--- config.mk ---
export PLATFORM = sky130hd
export DESIGN_NAME = timer2_capture_reload
export DESIGN_NICKNAME = d
export VERILOG_FILES = /design/src/core/timer2_capture_reload.v
export VERILOG_INCLUDE_DIRS = /design/src /design/src/shared
export SDC_FILE = /design/constraint.sdc
export NUM_CORES = 1
export LEC_CHECK = 0
export BUFFER_PORTS_ARGS = -buffer_cell sky130_fd_sc_hd__buf_2
export CAP_MARGIN = 0
export CORE_MARGIN = 4
export CORE_UTILIZATION = 40
export CTS_BUF_LIST = sky130_fd_sc_hd__clkbuf_16
export DETAILED_ROUTE_END_ITERATION = 8
export PLACE_DENSITY_LB_ADDON = 0.12
export SYNTH_ARGS = -nofsm -noshare
export SYNTH_HDL_FRONTEND = slang
export SYNTH_SLANG_ARGS = --single-unit
export TNS_END_PERCENT = 20
--- constraint.sdc ---
create_clock -name sys_clk -period 5.4 [get_ports sys_clk]
set_input_delay 0.27 -clock sys_clk [delete_from_list [all_inputs] [get_ports sys_clk]]
set_output_delay 0.27 -clock sys_clk [all_outputs]
set_load 0.01 [all_outputs]
--- src/shared/timer2_regs.vh ---
/*
  Constants of the 16-bit capture/reload timer: register indices, field
  positions, reset values and tick dividers.
  Assumes inclusion by a design file that reads registers over APB, where
  the byte address of a register is four times its index.
*/
`ifndef TIMER2_REGS_VH
`define TIMER2_REGS_VH

// Register indices
`define IDX_TIMER_CONTROL       8'hC8
`define IDX_TIMER_MODE_CONTROL  8'hC9
`define IDX_RELOAD_CAPTURE_LOW  8'hCA
`define IDX_RELOAD_CAPTURE_HIGH 8'hCB
`define IDX_COUNT_LOW_BYTE      8'hCC
`define IDX_COUNT_HIGH_BYTE     8'hCD
`define IDX_TICK_RATE           8'hCE

// Timer control fields
`define BIT_OVERFLOW_FLAG       7
`define BIT_EXTERNAL_FLAG       6
`define BIT_RX_BAUD_SELECT      5
`define BIT_TX_BAUD_SELECT      4
`define BIT_EXTERNAL_ENABLE     3
`define BIT_RUN_CONTROL         2
`define BIT_COUNTER_SELECT      1
`define BIT_CAPTURE_SELECT      0

// Mode control fields
`define BIT_CAPTURE_AUTO_CLEAR  3
`define BIT_CLOCK_OUT_ENABLE    1
`define BIT_DOWN_COUNT_ENABLE   0

// Tick rate field
`define BIT_TICK_RATE_SELECT    0

// Reset values and the all-ones count
`define RST_BYTE                8'h00
`define RST_COUNT               16'h0000
`define COUNT_ALL_ONES          16'hFFFF

// Tick dividers in clocks per tick
`define DIV_SLOW                4'hC
`define DIV_FAST                4'h4
`define DIV_BAUD                4'h2

`endif

--- src/core/timer2_capture_reload.v ---
/*
  16-bit timer/counter with capture, auto-reload, up/down counting,
  baud-tick generation for serial port 0 and a clock output.
  Assumes an APB master on sys_clk and asynchronous pins on the trigger
  and count inputs; the count pin is two-way when used as clock output.
*/
// Chosen here: register access over APB.
`include "timer2_regs.vh"
`timescale 1ns/1ns
`default_nettype none

module timer2_capture_reload #(
  parameter [3:0] DIV_SLOW = `DIV_SLOW,
  parameter [3:0] DIV_FAST = `DIV_FAST
) (
  // Clock and reset
  input  wire        sys_clk,
  input  wire        rst,
  // APB slave
  input  wire        psel,
  input  wire        penable,
  input  wire        pwrite,
  input  wire [31:0] paddr,
  input  wire [31:0] pwdata,
  output reg  [31:0] prdata,
  output reg         pready,
  output reg         pslverr,
  // Pins
  input  wire        trigger_pin,
  input  wire        count_input_pin,
  output reg         count_pin_out,
  output reg         count_pin_oe,
  // Serial port and interrupt
  output reg         rx_baud_tick,
  output reg         tx_baud_tick,
  output reg         timer_irq_req
);

  function hit;
    input [31:0] addr;
    input [7:0]  idx;
    begin
      hit = (addr[1:0] == 2'b00) && (addr[31:10] == 22'h0) && (addr[9:2] == idx);
    end
  endfunction

  // Register state
  reg [7:0]  control_reg;
  reg [7:0]  mode_reg;
  reg        rate_reg;
  reg [15:0] rcap_reg;
  reg [15:0] count_reg;
  reg [3:0]  prescale_reg;

  // Pin synchronisers and edge history
  reg        trig_s1_reg;
  reg        trig_s2_reg;
  reg        trig_s3_reg;
  reg        cnt_s1_reg;
  reg        cnt_s2_reg;
  reg        cnt_s3_reg;

  // Next values
  reg [7:0]  control_next;
  reg [7:0]  mode_next;
  reg        rate_next;
  reg [15:0] rcap_next;
  reg [15:0] count_next;
  reg [3:0]  prescale_next;
  reg [31:0] rdata_next;

  wire overflow_flag        = control_reg[`BIT_OVERFLOW_FLAG];
  wire external_flag        = control_reg[`BIT_EXTERNAL_FLAG];
  wire rx_baud_select       = control_reg[`BIT_RX_BAUD_SELECT];
  wire tx_baud_select       = control_reg[`BIT_TX_BAUD_SELECT];
  wire external_enable      = control_reg[`BIT_EXTERNAL_ENABLE];
  wire run_control          = control_reg[`BIT_RUN_CONTROL];
  wire counter_timer_select = control_reg[`BIT_COUNTER_SELECT];
  wire capture_reload_select = control_reg[`BIT_CAPTURE_SELECT];
  wire capture_auto_clear   = mode_reg[`BIT_CAPTURE_AUTO_CLEAR];
  wire clock_out_enable     = mode_reg[`BIT_CLOCK_OUT_ENABLE];
  wire down_count_enable    = mode_reg[`BIT_DOWN_COUNT_ENABLE];

  wire baud_mode  = rx_baud_select | tx_baud_select;
  wire trig_fall  = trig_s3_reg & ~trig_s2_reg;
  wire cnt_fall   = cnt_s3_reg & ~cnt_s2_reg;
  wire [3:0] div  = baud_mode ? `DIV_BAUD : (rate_reg ? DIV_FAST : DIV_SLOW);
  wire presc_end  = (prescale_reg >= div - 4'h1);
  wire updown     = down_count_enable & ~capture_reload_select & ~baud_mode;
  wire count_down = updown & ~trig_s2_reg;

  // Bus phases: a write lands at the edge that completes the access
  wire access   = psel & penable;
  wire wr_fire  = access & pready & pwrite;
  wire rd_setup = access & ~pready;
  wire mapped   = hit(paddr, `IDX_TIMER_CONTROL) | hit(paddr, `IDX_TIMER_MODE_CONTROL) |
                  hit(paddr, `IDX_RELOAD_CAPTURE_LOW) | hit(paddr, `IDX_RELOAD_CAPTURE_HIGH) |
                  hit(paddr, `IDX_COUNT_LOW_BYTE) | hit(paddr, `IDX_COUNT_HIGH_BYTE) |
                  hit(paddr, `IDX_TICK_RATE);

  // Counting events
  reg step;
  reg wrap_up;
  reg wrap_down;
  reg ext_event;
  reg ovf_set;
  reg exf_set;
  reg rx_tick_next;
  reg tx_tick_next;
  reg toggle_out;

  always @* begin
    step          = 1'b0;
    wrap_up       = 1'b0;
    wrap_down     = 1'b0;
    ext_event     = 1'b0;
    ovf_set       = 1'b0;
    exf_set       = 1'b0;
    rx_tick_next  = 1'b0;
    tx_tick_next  = 1'b0;
    toggle_out    = 1'b0;
    count_next    = count_reg;
    rcap_next     = rcap_reg;
    prescale_next = prescale_reg;

    // Prescaler runs only while the timer runs
    if (run_control) begin
      if (presc_end)
        prescale_next = 4'h0;
      else
        prescale_next = prescale_reg + 4'h1;
    end else begin
      prescale_next = 4'h0;
    end

    if (baud_mode)
      step = run_control & presc_end;
    else if (counter_timer_select)
      step = run_control & cnt_fall & ~clock_out_enable;
    else
      step = run_control & presc_end;

    if (step) begin
      if (count_down) begin
        if (count_reg == rcap_reg) begin
          wrap_down  = 1'b1;
          count_next = `COUNT_ALL_ONES;
        end else begin
          count_next = count_reg - 16'h0001;
        end
      end else if (count_reg == `COUNT_ALL_ONES) begin
        wrap_up = 1'b1;
        if (baud_mode | ~capture_reload_select)
          count_next = rcap_reg;
        else
          count_next = `RST_COUNT;
      end else begin
        count_next = count_reg + 16'h0001;
      end
    end

    if (wrap_up | wrap_down) begin
      toggle_out = clock_out_enable;
      if (baud_mode) begin
        rx_tick_next = rx_baud_select;
        tx_tick_next = tx_baud_select;
      end else begin
        ovf_set = 1'b1;
      end
      if (updown)
        exf_set = 1'b1;
    end

    // Trigger pin events, ignored in up/down mode where the pin sets direction
    ext_event = trig_fall & external_enable & ~updown;
    if (ext_event) begin
      exf_set = 1'b1;
      if (!baud_mode) begin
        if (capture_reload_select) begin
          rcap_next = count_reg;
          if (capture_auto_clear)
            count_next = `RST_COUNT;
        end else begin
          count_next = rcap_reg;
        end
      end
    end

    // Software writes to data registers take precedence over hardware
    if (wr_fire && hit(paddr, `IDX_RELOAD_CAPTURE_LOW))
      rcap_next[7:0] = pwdata[7:0];
    if (wr_fire && hit(paddr, `IDX_RELOAD_CAPTURE_HIGH))
      rcap_next[15:8] = pwdata[7:0];
    if (wr_fire && hit(paddr, `IDX_COUNT_LOW_BYTE))
      count_next[7:0] = pwdata[7:0];
    if (wr_fire && hit(paddr, `IDX_COUNT_HIGH_BYTE))
      count_next[15:8] = pwdata[7:0];
  end

  // Control registers; hardware set wins over a software clear
  always @* begin
    control_next = control_reg;
    mode_next    = mode_reg;
    rate_next    = rate_reg;
    if (wr_fire && hit(paddr, `IDX_TIMER_CONTROL))
      control_next = pwdata[7:0];
    if (wr_fire && hit(paddr, `IDX_TIMER_MODE_CONTROL)) begin
      mode_next = `RST_BYTE;
      mode_next[`BIT_CAPTURE_AUTO_CLEAR] = pwdata[`BIT_CAPTURE_AUTO_CLEAR];
      mode_next[`BIT_CLOCK_OUT_ENABLE]   = pwdata[`BIT_CLOCK_OUT_ENABLE];
      mode_next[`BIT_DOWN_COUNT_ENABLE]  = pwdata[`BIT_DOWN_COUNT_ENABLE];
    end
    if (wr_fire && hit(paddr, `IDX_TICK_RATE))
      rate_next = pwdata[`BIT_TICK_RATE_SELECT];
    if (ovf_set)
      control_next[`BIT_OVERFLOW_FLAG] = 1'b1;
    if (exf_set)
      control_next[`BIT_EXTERNAL_FLAG] = 1'b1;
  end

  // Read mux
  always @* begin
    rdata_next = 32'h0000_0000;
    if (hit(paddr, `IDX_TIMER_CONTROL))
      rdata_next[7:0] = control_reg;
    else if (hit(paddr, `IDX_TIMER_MODE_CONTROL))
      rdata_next[7:0] = mode_reg;
    else if (hit(paddr, `IDX_RELOAD_CAPTURE_LOW))
      rdata_next[7:0] = rcap_reg[7:0];
    else if (hit(paddr, `IDX_RELOAD_CAPTURE_HIGH))
      rdata_next[7:0] = rcap_reg[15:8];
    else if (hit(paddr, `IDX_COUNT_LOW_BYTE))
      rdata_next[7:0] = count_reg[7:0];
    else if (hit(paddr, `IDX_COUNT_HIGH_BYTE))
      rdata_next[7:0] = count_reg[15:8];
    else if (hit(paddr, `IDX_TICK_RATE))
      rdata_next[`BIT_TICK_RATE_SELECT] = rate_reg;
  end

  // Synchronisers
  always @(posedge sys_clk or posedge rst) begin
    if (rst) begin
      trig_s1_reg <= 1'b1;
      trig_s2_reg <= 1'b1;
      trig_s3_reg <= 1'b1;
      cnt_s1_reg  <= 1'b1;
      cnt_s2_reg  <= 1'b1;
      cnt_s3_reg  <= 1'b1;
    end else begin
      trig_s1_reg <= trigger_pin;
      trig_s2_reg <= trig_s1_reg;
      trig_s3_reg <= trig_s2_reg;
      cnt_s1_reg  <= count_input_pin;
      cnt_s2_reg  <= cnt_s1_reg;
      cnt_s3_reg  <= cnt_s2_reg;
    end
  end

  // State and APB answer
  always @(posedge sys_clk or posedge rst) begin
    if (rst) begin
      control_reg   <= `RST_BYTE;
      mode_reg      <= `RST_BYTE;
      rate_reg      <= 1'b0;
      rcap_reg      <= `RST_COUNT;
      count_reg     <= `RST_COUNT;
      prescale_reg  <= 4'h0;
      prdata        <= 32'h0000_0000;
      pready        <= 1'b0;
      pslverr       <= 1'b0;
      count_pin_out <= 1'b0;
      count_pin_oe  <= 1'b0;
      rx_baud_tick  <= 1'b0;
      tx_baud_tick  <= 1'b0;
      timer_irq_req <= 1'b0;
    end else begin
      control_reg   <= control_next;
      mode_reg      <= mode_next;
      rate_reg      <= rate_next;
      rcap_reg      <= rcap_next;
      count_reg     <= count_next;
      prescale_reg  <= prescale_next;
      pready        <= rd_setup;
      pslverr       <= rd_setup & ~mapped;
      if (rd_setup)
        prdata <= rdata_next;
      count_pin_oe  <= clock_out_enable;
      if (!clock_out_enable)
        count_pin_out <= 1'b0;
      else if (toggle_out)
        count_pin_out <= ~count_pin_out;
      rx_baud_tick  <= rx_tick_next;
      tx_baud_tick  <= tx_tick_next;
      timer_irq_req <= control_next[`BIT_OVERFLOW_FLAG] |
                       control_next[`BIT_EXTERNAL_FLAG];
    end
  end

endmodule

`default_nettype wire

## Word-level counts from Yosys, hierarchy flattened

Index checks and enable logic that the tools add are counted.
Widths: inputs -> output; s select.

| storage, ports and cells | value |
|---|---|
| register bits | 69 |
| bits of input ports | 71 |
| word-level logic and storage cells | 147 |

| operators by class | value |
|---|---|
| add/subtract/negate cells | 4 |
| magnitude comparators | 1 |
| equality and inequality tests | 12 |
| mux-type cells | 51 |
| bitwise operators | 34 |
| reduce and logical (&&, ||, !) cells | 23 |

Operators by type and width:

| kind | count |
|---|---|
| $mux 16 | 12 |
| $mux 8 | 10 |
| $eq 8x8->1 const B | 7 |
| $mux 1 | 24 |
| $logic_not 22->1 | 1 |
| $add 16x1->16 const B | 1 |
| $eq 16x16->1 | 1 |
| $eq 16x16->1 const B | 1 |
| $mux 4 | 4 |
| $sub 16x1->16 const B | 1 |
| $and 1x1->1 | 15 |
| $logic_and 1x1->1 | 15 |
| $or 1x1->1 | 10 |
| $not 1->1 | 9 |
| $reduce_bool 2->1 | 4 |
| $mux 7 | 1 |
| $ne 2x1->1 const B | 3 |
| $reduce_and 3->1 | 2 |
| $add 4x1->4 const B | 1 |
| $ge 4x4->1 | 1 |
| $sub 4x1->4 const B | 1 |
| $logic_not 2->1 | 1 |

## Longest topological paths before layout

Gate-level depths: netlist (run 1).

| depth | value |
|---|---|
| depth in word-level cells | 13 |
| gate-level depth with buffers | 11 |
| mapped depth without buffers | 10 |

## Worst setup path before layout (run 1)

OpenSTA, ideal clock, no wires.

| path | value |
|---|---|
| kind | reg2reg |
| from | register control_reg[4] |
| to | register count_reg[11] |
| library setup time | 0.065 ns |
| arrival time | 2.425 ns |
| required time | 5.335 ns |
| setup slack | 2.910 ns |
| stages on the path, launching flop included | 12 |
| cells stage by stage | dfrtp_1 nor2_1 inv_1 ha_1 a211o_1 a21oi_1 a21o_1 clkbuf_1 nor2_1 and3_1 a211oi_1 a211o_1 |

| on the way | value |
|---|---|
| longest elaborated chain between the ends | 13 |

RTL lines:

| element | line | text |
|---|---|---|
| from (decl) | timer2_capture_reload.v:48 | `reg [7:0] control_reg;` |
| from (signal assigned) | timer2_capture_reload.v:262 | `` control_reg <= `RST_BYTE; `` |
| from (signal assigned) | timer2_capture_reload.v:277 | `control_reg <= control_next;` |
| $or 1x1->1 * | timer2_capture_reload.v:84 | `wire baud_mode = rx_baud_select \| tx_baud_select;` |
| $mux 4 | timer2_capture_reload.v:87 | `` wire [3:0] div = baud_mode ? `DIV_BAUD : (rate_reg ? DIV_FAST : DIV_SLOW); `` |
| $sub 4x1->4 | timer2_capture_reload.v:88 | `wire presc_end = (prescale_reg >= div - 4'h1);` |
| $ge 4x4->1 | timer2_capture_reload.v:88 |  |
| $and 1x1->1 | timer2_capture_reload.v:137, timer2_capture_reload.v:141 |  |
| $mux 1 | timer2_capture_reload.v:138 | `else if (counter_timer_select)` |
| $mux 1 | timer2_capture_reload.v:136 | `if (baud_mode)` |
| $mux 16 | timer2_capture_reload.v:143 | `if (step) begin` |
| $mux 16 | timer2_capture_reload.v:181 | `if (capture_auto_clear)` |
| $mux 16 | timer2_capture_reload.v:179 | `if (capture_reload_select) begin` |
| $mux 16 | timer2_capture_reload.v:178 | `if (!baud_mode) begin` |
| $mux 16 * | timer2_capture_reload.v:176 | `if (ext_event) begin` |
| $mux 8 * | timer2_capture_reload.v:196 | `` if (wr_fire && hit(paddr, `IDX_COUNT_HIGH_BYTE)) `` |
| named net count_next[11] | timer2_capture_reload.v:68 | `reg [15:0] count_next;` |
| to (signal assigned) | timer2_capture_reload.v:266 | `` count_reg <= `RST_COUNT; `` |
| to (signal assigned) | timer2_capture_reload.v:281 | `count_reg <= count_next;` |
| to (decl) | timer2_capture_reload.v:52 | `reg [15:0] count_reg;` |

The timed path passes the listed nets; every way through them passes the cells marked *.
A chain may end at the register's enable or synchronous reset.

## Worst setup path in the final report (run 1)

| path | value |
|---|---|
| from | register control_reg[5] |
| to | register count_reg[11] |

Same word-level chain as after synthesis.

==> results by group, run 1 <==
Run status
  • Status: completed

Layout
  • Ant diodes: 0
  • Final std cells w/o fill: 795
  • Seq. cell area: 1730 um2
  • Fill cells: 1253
  • Layout cells sized above 1: 0.195
  • Most common cell after layout, fill and taps aside: dfrtp_1
  • Fin nets: 698
  • Area growth from synthesis to layout: 10.1%
  • Commonest non-fill, non-tap cells in the layout: 63 x dfrtp_1, 61 x buf_2, 55 x nor2_1
  • Core Util, Final: 0.457
  • Multi-input gate area: 2980 um2
  • Fin area: 5560 um2

Detailed routing
  • Uppermost routed layer: met4
  • WL final: 16.2 mm
  • WL met3: 1.56 mm
  • DR WL met2: 7.10 mm
  • DR vias/cell: 5.82
  • Starting DRT DRC Count: 386
  • DRC viols: 0
  • DR vias: 4626
  • Detailed Routing Iterations Pass 1: 4
  • Met1 Wirelength: 7.08 mm
  • Avg WL per Cell: 20.3 um
  • Post-route ant nets: 0

Clock tree
  • CTS tree: built
  • # hold bufs at CTS: 0
  • Post-CTS Setup Repair Bufs: 0
  • Clk_lat worst skew: 0.35 ns
  • CTS Root Cell: clkbuf_16
  • Clock tree buffer depth: 2
  • Total CTS buffers: 9
  • CTS sink cnt: 69
  • Worst-path clk slew: 0.06 ns
  • CTS HTree Levels: 3
  • Post_cts resized: 0

Timing
  • Worst hold slack: 0.0167 ns
  • Skew final: 0.0104 ns
  • Slew @ Worst Pin: 1.05 ns
  • Fmax: 319 MHz
  • Tcrit/Tclk final: 0.581
  • Setup violators final: 0
  • Crit path time final: 3.14 ns
  • Final setup margin: 2.26 ns
  • Slew HR: 0.293
  • RSZ-0062 raised after global routing: false
  • Final hold viol count: 0
  • Final Max Tran Viols: 0
  • Setup TNS: 0 ns

Yosys
  • Post-Synth XOR/XNOR Area: 0.0520
  • Compound-gate portion of the synthesized area: 0.161
  • Synth Area in Simple Gates: 0.273
  • EDFF count, synth: 0
  • Post-synthesis instance total: 587
  • Cell variety after synth: 69
  • Cell area after synthesis: 5050 um2
  • Syn_area_per_cell: 8.60 um2
  • Largest family of logic cells by synthesized area: simple AND/OR/NAND/NOR gates
  • Post-synthesis sequential area ratio: 0.343
  • Yosys Warn Count: 0
  • Post-synth ARST share: 1.00
  • Post-Synth Adder-Cell Area: 0.0124
  • Post-synthesis mux area share: 0.0733
  • Ys flop type: dfrtp_1
  • Seq cells post-synth: 69

Die
  • Die Ht: 120 um
  • Die X: 120 um
  • Row cnt: 40
  • Core footprint: 12200 um2
  • Die Area: 14500 um2
  • # IOs: 110
  • Initial Util: 0.415

Worst setup path
  • Data required time of the critical path: 5.69 ns
  • Reg2reg end: count_reg[11]
  • WS Path Type: reg -> reg
  • R2R Setup Slk: 2.26 ns
  • Reg2reg path depth: 10
  • Critical path, cell by cell: nor2_1, inv_1, ha_1, a211o_1, a21oi_1, a21o_1, nor2_1, and3_1, a211oi_1, a211o_1
  • Crit path arrival time: 3.42 ns
  • Crit. End Element: flop
  • Slowest cell delay on critical path: 0.45 ns
  • Worst r2r src: control_reg[5]
  • Worst path slowest cell: dfrtp_1
  • CP startpoint kind: flop
  • Critical path fanouts, max: 9

GRT
  • Initial antenna violation count: 0
  • Global-route wire length before repair: 25.4 mm
  • Vias in the first global route: 4450
  • Gr usage total: 0.229
  • Largest net degree at the start of global routing: 70
  • Gr ovfl total: 0

Pwr
  • Power Density: 209 nW/um2
  • Leak pwr: 2.42 nW
  • Final total power: 1.16 mW
  • Clk pwr share: 0.483
  • Cell Int Power: 858 uW
  • VDD IR max: 157 uV
  • Reg power frac: 0.451
  • Combinational fraction of design power: 0.066
  • NetSw: 303 uW
  • Sw frac: 0.261

Hold path
  • Hold/Removal Path Class: in -> reg
  • WHS Path Cells: 1
  • Worst Min Path Start: count_input_pin
  • Worst Hold Path EP: cnt_s1_reg

Placement
  • Placed instance count: 779
  • Gpl congestion: 0.896
  • DP Wirelength: 11.5 mm
  • Setup WS pre-CTS: 2.28 ns
  • Dpl cell area: 5290 um2
  • PortBufs: 61

Run
  • Max Cap Violations: 0
[cell families (layout without fill, tap and decap cells)]
family / Yosys count / count (layout)
AO/OA/AOI/OAI: 125 / 125
XOR/XNOR: 30 / 30
adder cells (fa/ha/maj): 5 / 5
buffers and inverters: 73 / 90
flip-flops: 69 / 69
multiplexers: 36 / 36
other: 1 / 24
AND/OR/NAND/NOR: 248 / 248
[how the worst max path moves through the flow]
| stage | startpoint | to | slack [ns] | depth (start not counted) |
|---|---|---|---|---|
| CTS | control_reg[5] | count_reg[11] | 2.26 | 10 |
| global placement | control_reg[5] | count_reg[11] | 2.35 | 10 |
| detailed placement | control_reg[5] | count_reg[11] | 2.28 | 10 |
| global route | control_reg[5] | count_reg[11] | 2.05 | 10 |
| floorplan | control_reg[4] | count_reg[11] | 2.91 | 11 |
| finish | control_reg[5] | count_reg[11] | 2.26 | 10 |
[per-layer routing]
metal | up-vias | global-route usage
li1 | 2160 | -
met1 | 2221 | 0.315
met2 | 213 | 0.347
met3 | 32 | 0.0594
met4 | 0 | 0.0822
met5 | - | 0
[area by class of cell]
cell class              instances  share of cell area
clock buffers                   9              0.0405
clock inverters                 7             0.00922
inverters                      10             0.00675
multi-input cells             468               0.535
flip-flops and latches         69               0.312
well taps                     168              0.0378
repair buffers                 64              0.0589
[power by group through the flow]
stage	clock [mW]	combinational [mW]	sequential, mW
2_1_floorplan	0	0.0518	0.533
3_3_place_gp	0	0.0762	0.533
3_5_place_dp	0	0.0765	0.533
4_1_cts	0.573	0.0767	0.524
5_1_grt	0.599	0.0849	0.524
6_report	0.561	0.0769	0.524
[synth_stat cells (all sizes together) (9+ instances only)]
master / number / area share
nand4: 15 / 0.021
mux2i: 28 / 0.055
nand2: 52 / 0.040
xor2: 21 / 0.036
or3: 10 / 0.012
clkbuf: 20 / 0.015
nor3: 17 / 0.018
buf: 43 / 0.062
nor4: 18 / 0.036
o21ai: 21 / 0.021
and3: 12 / 0.015
inv: 10 / 0.0074
a21oi: 47 / 0.048
dfrtp: 63 / 0.31
nand3: 29 / 0.029
xnor2: 9 / 0.016
nor2: 60 / 0.047
[worst max-delay path: cells and delay by family, from the launching register on]
family | cells | cell delay [ns]
adder cells (fa/ha/maj) | 1 | 0.30
AO/OA/AOI/OAI | 5 | 1.34
AND/OR/NAND/NOR | 3 | 0.84
flip-flops | 1 | 0.45
buffers and inverters | 1 | 0.13
No activity file was read; power rests on OpenSTA's default activity.
==> inputs of run 2 (changes only) <==
==> constraint.sdc (replaced) <==
create_clock -name sys_clk -period 2.6 [get_ports sys_clk]
set_input_delay 0.13 -clock sys_clk [delete_from_list [all_inputs] [get_ports sys_clk]]
set_output_delay 0.13 -clock sys_clk [all_outputs]
set_load 0.01 [all_outputs]
==> results by group, run 2 (synthesized netlist as in run 1, its figures left out) <==
Timing
  • Final setup margin: 0.0647 ns
  • Skew final: 0.00824 ns
  • Final hold viol count: 0
  • Slew @ Worst Pin: 0.652 ns
  • Setup violators final: 0
  • Fmax: 394 MHz
  • Final Max Tran Viols: 0
  • RSZ-0062 raised after global routing: true
  • Crit path time final: 2.54 ns
  • Slew HR: 0.565
  • Worst hold slack: 0.123 ns
  • Tcrit/Tclk final: 0.975

GRT
  • Global-route wire length before repair: 27.6 mm
  • Gr usage total: 0.249
  • Initial antenna violation count: 0
  • Vias in the first global route: 4909
  • Largest net degree at the start of global routing: 70
  • Gr ovfl total: 0

Die
  • Initial Util: 0.415
  • Core footprint: 12200 um2
  • # IOs: 110
  • Row cnt: 40
  • Die Ht: 120 um
  • Die Area: 14500 um2
  • Die X: 120 um

Detailed routing
  • Post-route ant nets: 0
  • Avg WL per Cell: 20.7 um
  • Detailed Routing Iterations Pass 1: 6
  • DR vias/cell: 5.79
  • Starting DRT DRC Count: 461
  • DRC viols: 0
  • DR vias: 4930
  • WL final: 17.6 mm

Layout
  • Commonest non-fill, non-tap cells in the layout: 62 x dfrtp_1, 61 x buf_2, 55 x buf_4
  • Most common cell after layout, fill and taps aside: dfrtp_1
  • Fin area: 6040 um2
  • Layout cells sized above 1: 0.268
  • Ant diodes: 0
  • Area growth from synthesis to layout: 19.6%
  • Fin nets: 754
  • Core Util, Final: 0.497

Pwr
  • VDD IR max: 302 uV
  • Combinational fraction of design power: 0.069
  • Final total power: 2.45 mW
  • NetSw: 655 uW
  • Cell Int Power: 1.80 mW
  • Clk pwr share: 0.488
  • Reg power frac: 0.443
  • Power Density: 406 nW/um2
  • Sw frac: 0.267
  • Leak pwr: 2.71 nW

Worst setup path
  • Crit. End Element: flop
  • Worst path slowest cell: dfrtp_1
  • Crit path arrival time: 2.76 ns
  • CP startpoint kind: flop
  • Critical path fanouts, max: 9
  • Data required time of the critical path: 2.83 ns
  • Slowest cell delay on critical path: 0.60 ns
  • Critical path, cell by cell: and4_1, and4_1, nand2_1, nor2_1, nor2_1, o311a_1, o31a_1
  • R2R Setup Slk: 0.06 ns
  • WS Path Type: reg -> reg

Placement
  • Gpl congestion: 0.961
  • Setup WS pre-CTS: -0.0247 ns
  • Dpl cell area: 5700 um2
  • DP Wirelength: 13.1 mm
  • PortBufs: 61

Run
  • Max Cap Violations: 0

Clock tree
  • Post-CTS Setup Repair Bufs: 0
  • Clock tree buffer depth: 2
  • CTS tree: built
  • CTS sink cnt: 69
  • CTS HTree Levels: 3
  • CTS Root Cell: clkbuf_16
  • Total CTS buffers: 9
  • Clk_lat worst skew: 0.35 ns
  • Worst-path clk slew: 0.06 ns

Run status
  • Status: completed

Hold path
  • Hold/Removal Path Class: in -> reg
==> run 2: cell types whose count changed in the layout (fill, tap and decap cells not counted), moves of 2 or more <==
cell           change
buf_4             +52
dlygate4sd3_1      +3
a21oi_1            -2
clkinv_4           -2
==> run 2: stage by stage <==
step                setup TNS (ns)  instances
floorplan                        0        610
detailed placement         -0.0847        832
CTS                              0        851
global route               -0.0257        851
global placement                 0        832
finish                           0        851
==> run 2: final timing paths <==
path                            cells past startpoint         start      endpoint
max in group asynchronous                           4           rst   trig_s3_reg
worst max-delay path                                7  count_reg[4]  count_reg[0]
worst max register to register                      7  count_reg[4]  count_reg[0]
worst min register to register                      0   trig_s1_reg   trig_s2_reg
worst min-delay path                                3     pwdata[7]   rcap_reg[7]
min in group asynchronous                           4           rst  count_reg[9]
==> run 2: layout make-up <==
class                      instances  area (um2)
clock inverter                     7        55.1
sequential                        69        1740
inverter                          10        37.5
fill                            1190        6120
clock buffer                       9         225
tap                              168         210
multi-input combinational        468        3010
timing repair buffer             120         768
==> run 2: power groups by stage <==
stage / clock, mW / combinational [mW] / sequential (mW)
global placement: 0 / 0.164 / 1.11
global route: 1.27 / 0.187 / 1.09
floorplan: 0 / 0.108 / 1.11
detailed placement: 0 / 0.166 / 1.11
CTS: 1.23 / 0.169 / 1.09
finish: 1.20 / 0.169 / 1.09
==> run 2: metal layers <==
metal / vias to the layer above / wire, um / track usage
li1: 2270 / - / -
met1: 2357 / 7630 / 0.347
met2: 262 / 7790 / 0.378
met3: 41 / 1600 / 0.0552
met4: 0 / 572 / 0.0928
met5: - / 0 / 0
==> run 2: what timing repair did <==
| action | CTS | global route |
|---|---|---|
| resized for setup | 2 | 8 |
| hold buffers | 3 | 0 |
| setup endpoints to repair | 6 | 13 |
| hold endpoints to repair | 65 | 0 |
| cloned | 0 | 0 |
==> run 2: worst max-delay path, delay by kind of cell (launching register included) <==
kind             cells  cell delay, ns
AO/OA/AOI/OAI        2            0.57
AND/OR/NAND/NOR      5            1.25
flip-flops           1            0.60
==> inputs of run 3 (changes only) <==
--- a/config.mk
+++ b/config.mk
@@ -13,6 +13,7 @@
 export CTS_BUF_LIST = sky130_fd_sc_hd__clkbuf_16
 export DETAILED_ROUTE_END_ITERATION = 8
 export PLACE_DENSITY_LB_ADDON = 0.12
+export SETUP_SLACK_MARGIN = 0.3
 export SYNTH_ARGS = -nofsm -noshare
 export SYNTH_HDL_FRONTEND = slang
 export SYNTH_SLANG_ARGS = --single-unit
==> results by group, run 3 (synthesized netlist as in run 1, its figures left out) <==
Timing
  • Final Max Tran Viols: 0
  • Setup TNS: 0 ns
  • Setup violators final: 0
  • Crit path time final: 2.42 ns
  • Fmax: 414 MHz
  • Tcrit/Tclk final: 0.929
  • Skew final: 0.00762 ns
  • Slew @ Worst Pin: 0.725 ns
  • RSZ-0062 raised after global routing: true
  • Final hold viol count: 0
  • Slew HR: 0.517

GRT
  • Vias in the first global route: 4788
  • Largest net degree at the start of global routing: 70
  • Global-route wire length before repair: 27.7 mm
  • Gr ovfl total: 0
  • Gr usage total: 0.252
  • Initial antenna violation count: 0

Worst setup path
  • WS Path Type: reg -> reg
  • Critical path fanouts, max: 8
  • Worst path top cell family by delay: compound AO/OA/AOI/OAI gates
  • CP bufs+invs: 3
  • Data required time of the critical path: 2.83 ns
  • CP startpoint kind: flop
  • Crit. End Element: flop
  • Crit path arrival time: 2.65 ns
  • Worst path slowest cell: dfrtp_2
  • Critical path, cell by cell: nor2_4, inv_2, ha_4, a211o_1, a21oi_4, a21oi_4, buf_8, nor2_4, a41o_1, nor4_4, buf_4, a211o_1
  • Slowest cell delay on critical path: 0.45 ns

Layout
  • Layout cells sized above 1: 0.306
  • Most common cell after layout, fill and taps aside: buf_4
  • Fin nets: 776
  • Area growth from synthesis to layout: 26.1%
  • Commonest non-fill, non-tap cells in the layout: 73 x buf_4, 61 x dfrtp_1, 61 x buf_2
  • Core Util, Final: 0.524
  • Ant diodes: 0

Detailed routing
  • Post-route ant nets: 0
  • WL final: 17.9 mm
  • Starting DRT DRC Count: 531
  • DR vias/cell: 5.73
  • Avg WL per Cell: 20.5 um
  • Detailed Routing Iterations Pass 1: 5
  • DRC viols: 0
  • DR vias: 5000

Die
  • Row cnt: 40
  • Die Area: 14500 um2
  • Initial Util: 0.415
  • Die X: 120 um
  • # IOs: 110
  • Core footprint: 12200 um2
  • Die Ht: 120 um

Clock tree
  • Clock tree buffer depth: 2
  • CTS tree: built
  • Worst-path clk slew: 0.06 ns
  • Clk_lat worst skew: 0.35 ns
  • CTS Root Cell: clkbuf_16
  • CTS sink cnt: 69
  • Total CTS buffers: 9
  • CTS HTree Levels: 3

Placement
  • DP Wirelength: 13.5 mm
  • Gpl congestion: 0.971
  • PortBufs: 61

Pwr
  • Leak pwr: 2.84 nW
  • Power Density: 395 nW/um2
  • VDD IR max: 427 uV

Run status
  • Status: completed

Run
  • Max Cap Violations: 0

Hold path
  • Hold/Removal Path Class: in -> reg
## run 3: worst paths after layout
check / start / endpoint / slack, ns / cells after the start
setup / recovery: control_reg[5] / count_reg[10] / 0.18 / 12
hold / removal: pwdata[6] / count_reg[6] / 0.09 / 3
setup reg to reg: control_reg[5] / count_reg[10] / 0.18 / 12
hold reg to reg: trig_s1_reg / trig_s2_reg / 0.36 / 0
max in group asynchronous: rst / cnt_s2_reg / 1.85 / 4
min in group asynchronous: rst / count_reg[2] / 0.39 / 4
## run 3: area by class of cell
class / instances / area, um2
Timing Repair Buffer: 142 / 978
Clock inverter: 7 / 72.6
Tap cell: 168 / 210
Multi-Input combinational cell: 468 / 3110
Sequential cell: 69 / 1740
Fill cell: 1178 / 5790
Inverter: 10 / 37.5
Clock buffer: 9 / 225
## run 3: repair_timing
| item | in CTS | in global routing |
|---|---|---|
| buffers inserted | 3 | 1 |
| hold buffers | 3 | 0 |
| cloned | 0 | 1 |
| pin swaps | 2 | 11 |
| resized for setup | 9 | 20 |
| setup endpoints to repair | 16 | 17 |
| hold endpoints to repair | 65 | 0 |
## run 3: metrics by stage
step	power, mW	hold WS, ns	worst slack [ns]	std cells	instance area [um2]
finish	2.52	0.0948	0.184	873	6370
global route	2.59	0.111	0.0759	873	6370
CTS	2.54	0.0968	0.170	871	6240
detailed placement	1.27	0.236	0.0476	849	5850
global placement	1.27	0.237	0.00380	849	5850
floorplan	1.21	0.134	0.312	610	5150
## run 3: layer usage
| metal | vias up | share of wire | wire (um) | track usage |
|---|---|---|---|---|
| met5 | - | 0 | 0 | 0 |
| met4 | 0 | 0.020 | 361 | 0.0659 |
| met3 | 29 | 0.086 | 1530 | 0.0589 |
| met2 | 258 | 0.45 | 8140 | 0.388 |
| met1 | 2393 | 0.44 | 7880 | 0.356 |
| li1 | 2320 | - | - | - |
## run 3: power breakdown
group          switching (mW)  internal [mW]  leakage, nW  total [mW]
Combinational           0.110         0.0557         1.90       0.166
Clock                   0.515          0.748        0.150        1.26
Sequential            0.00366           1.08        0.790        1.09
Total                   0.629           1.89         2.84        2.52
## run 3: tightest hold or removal path: stages
cell and delay, ns:
buf_2 0.15, nand2_1 0.06, nand3_1 0.05
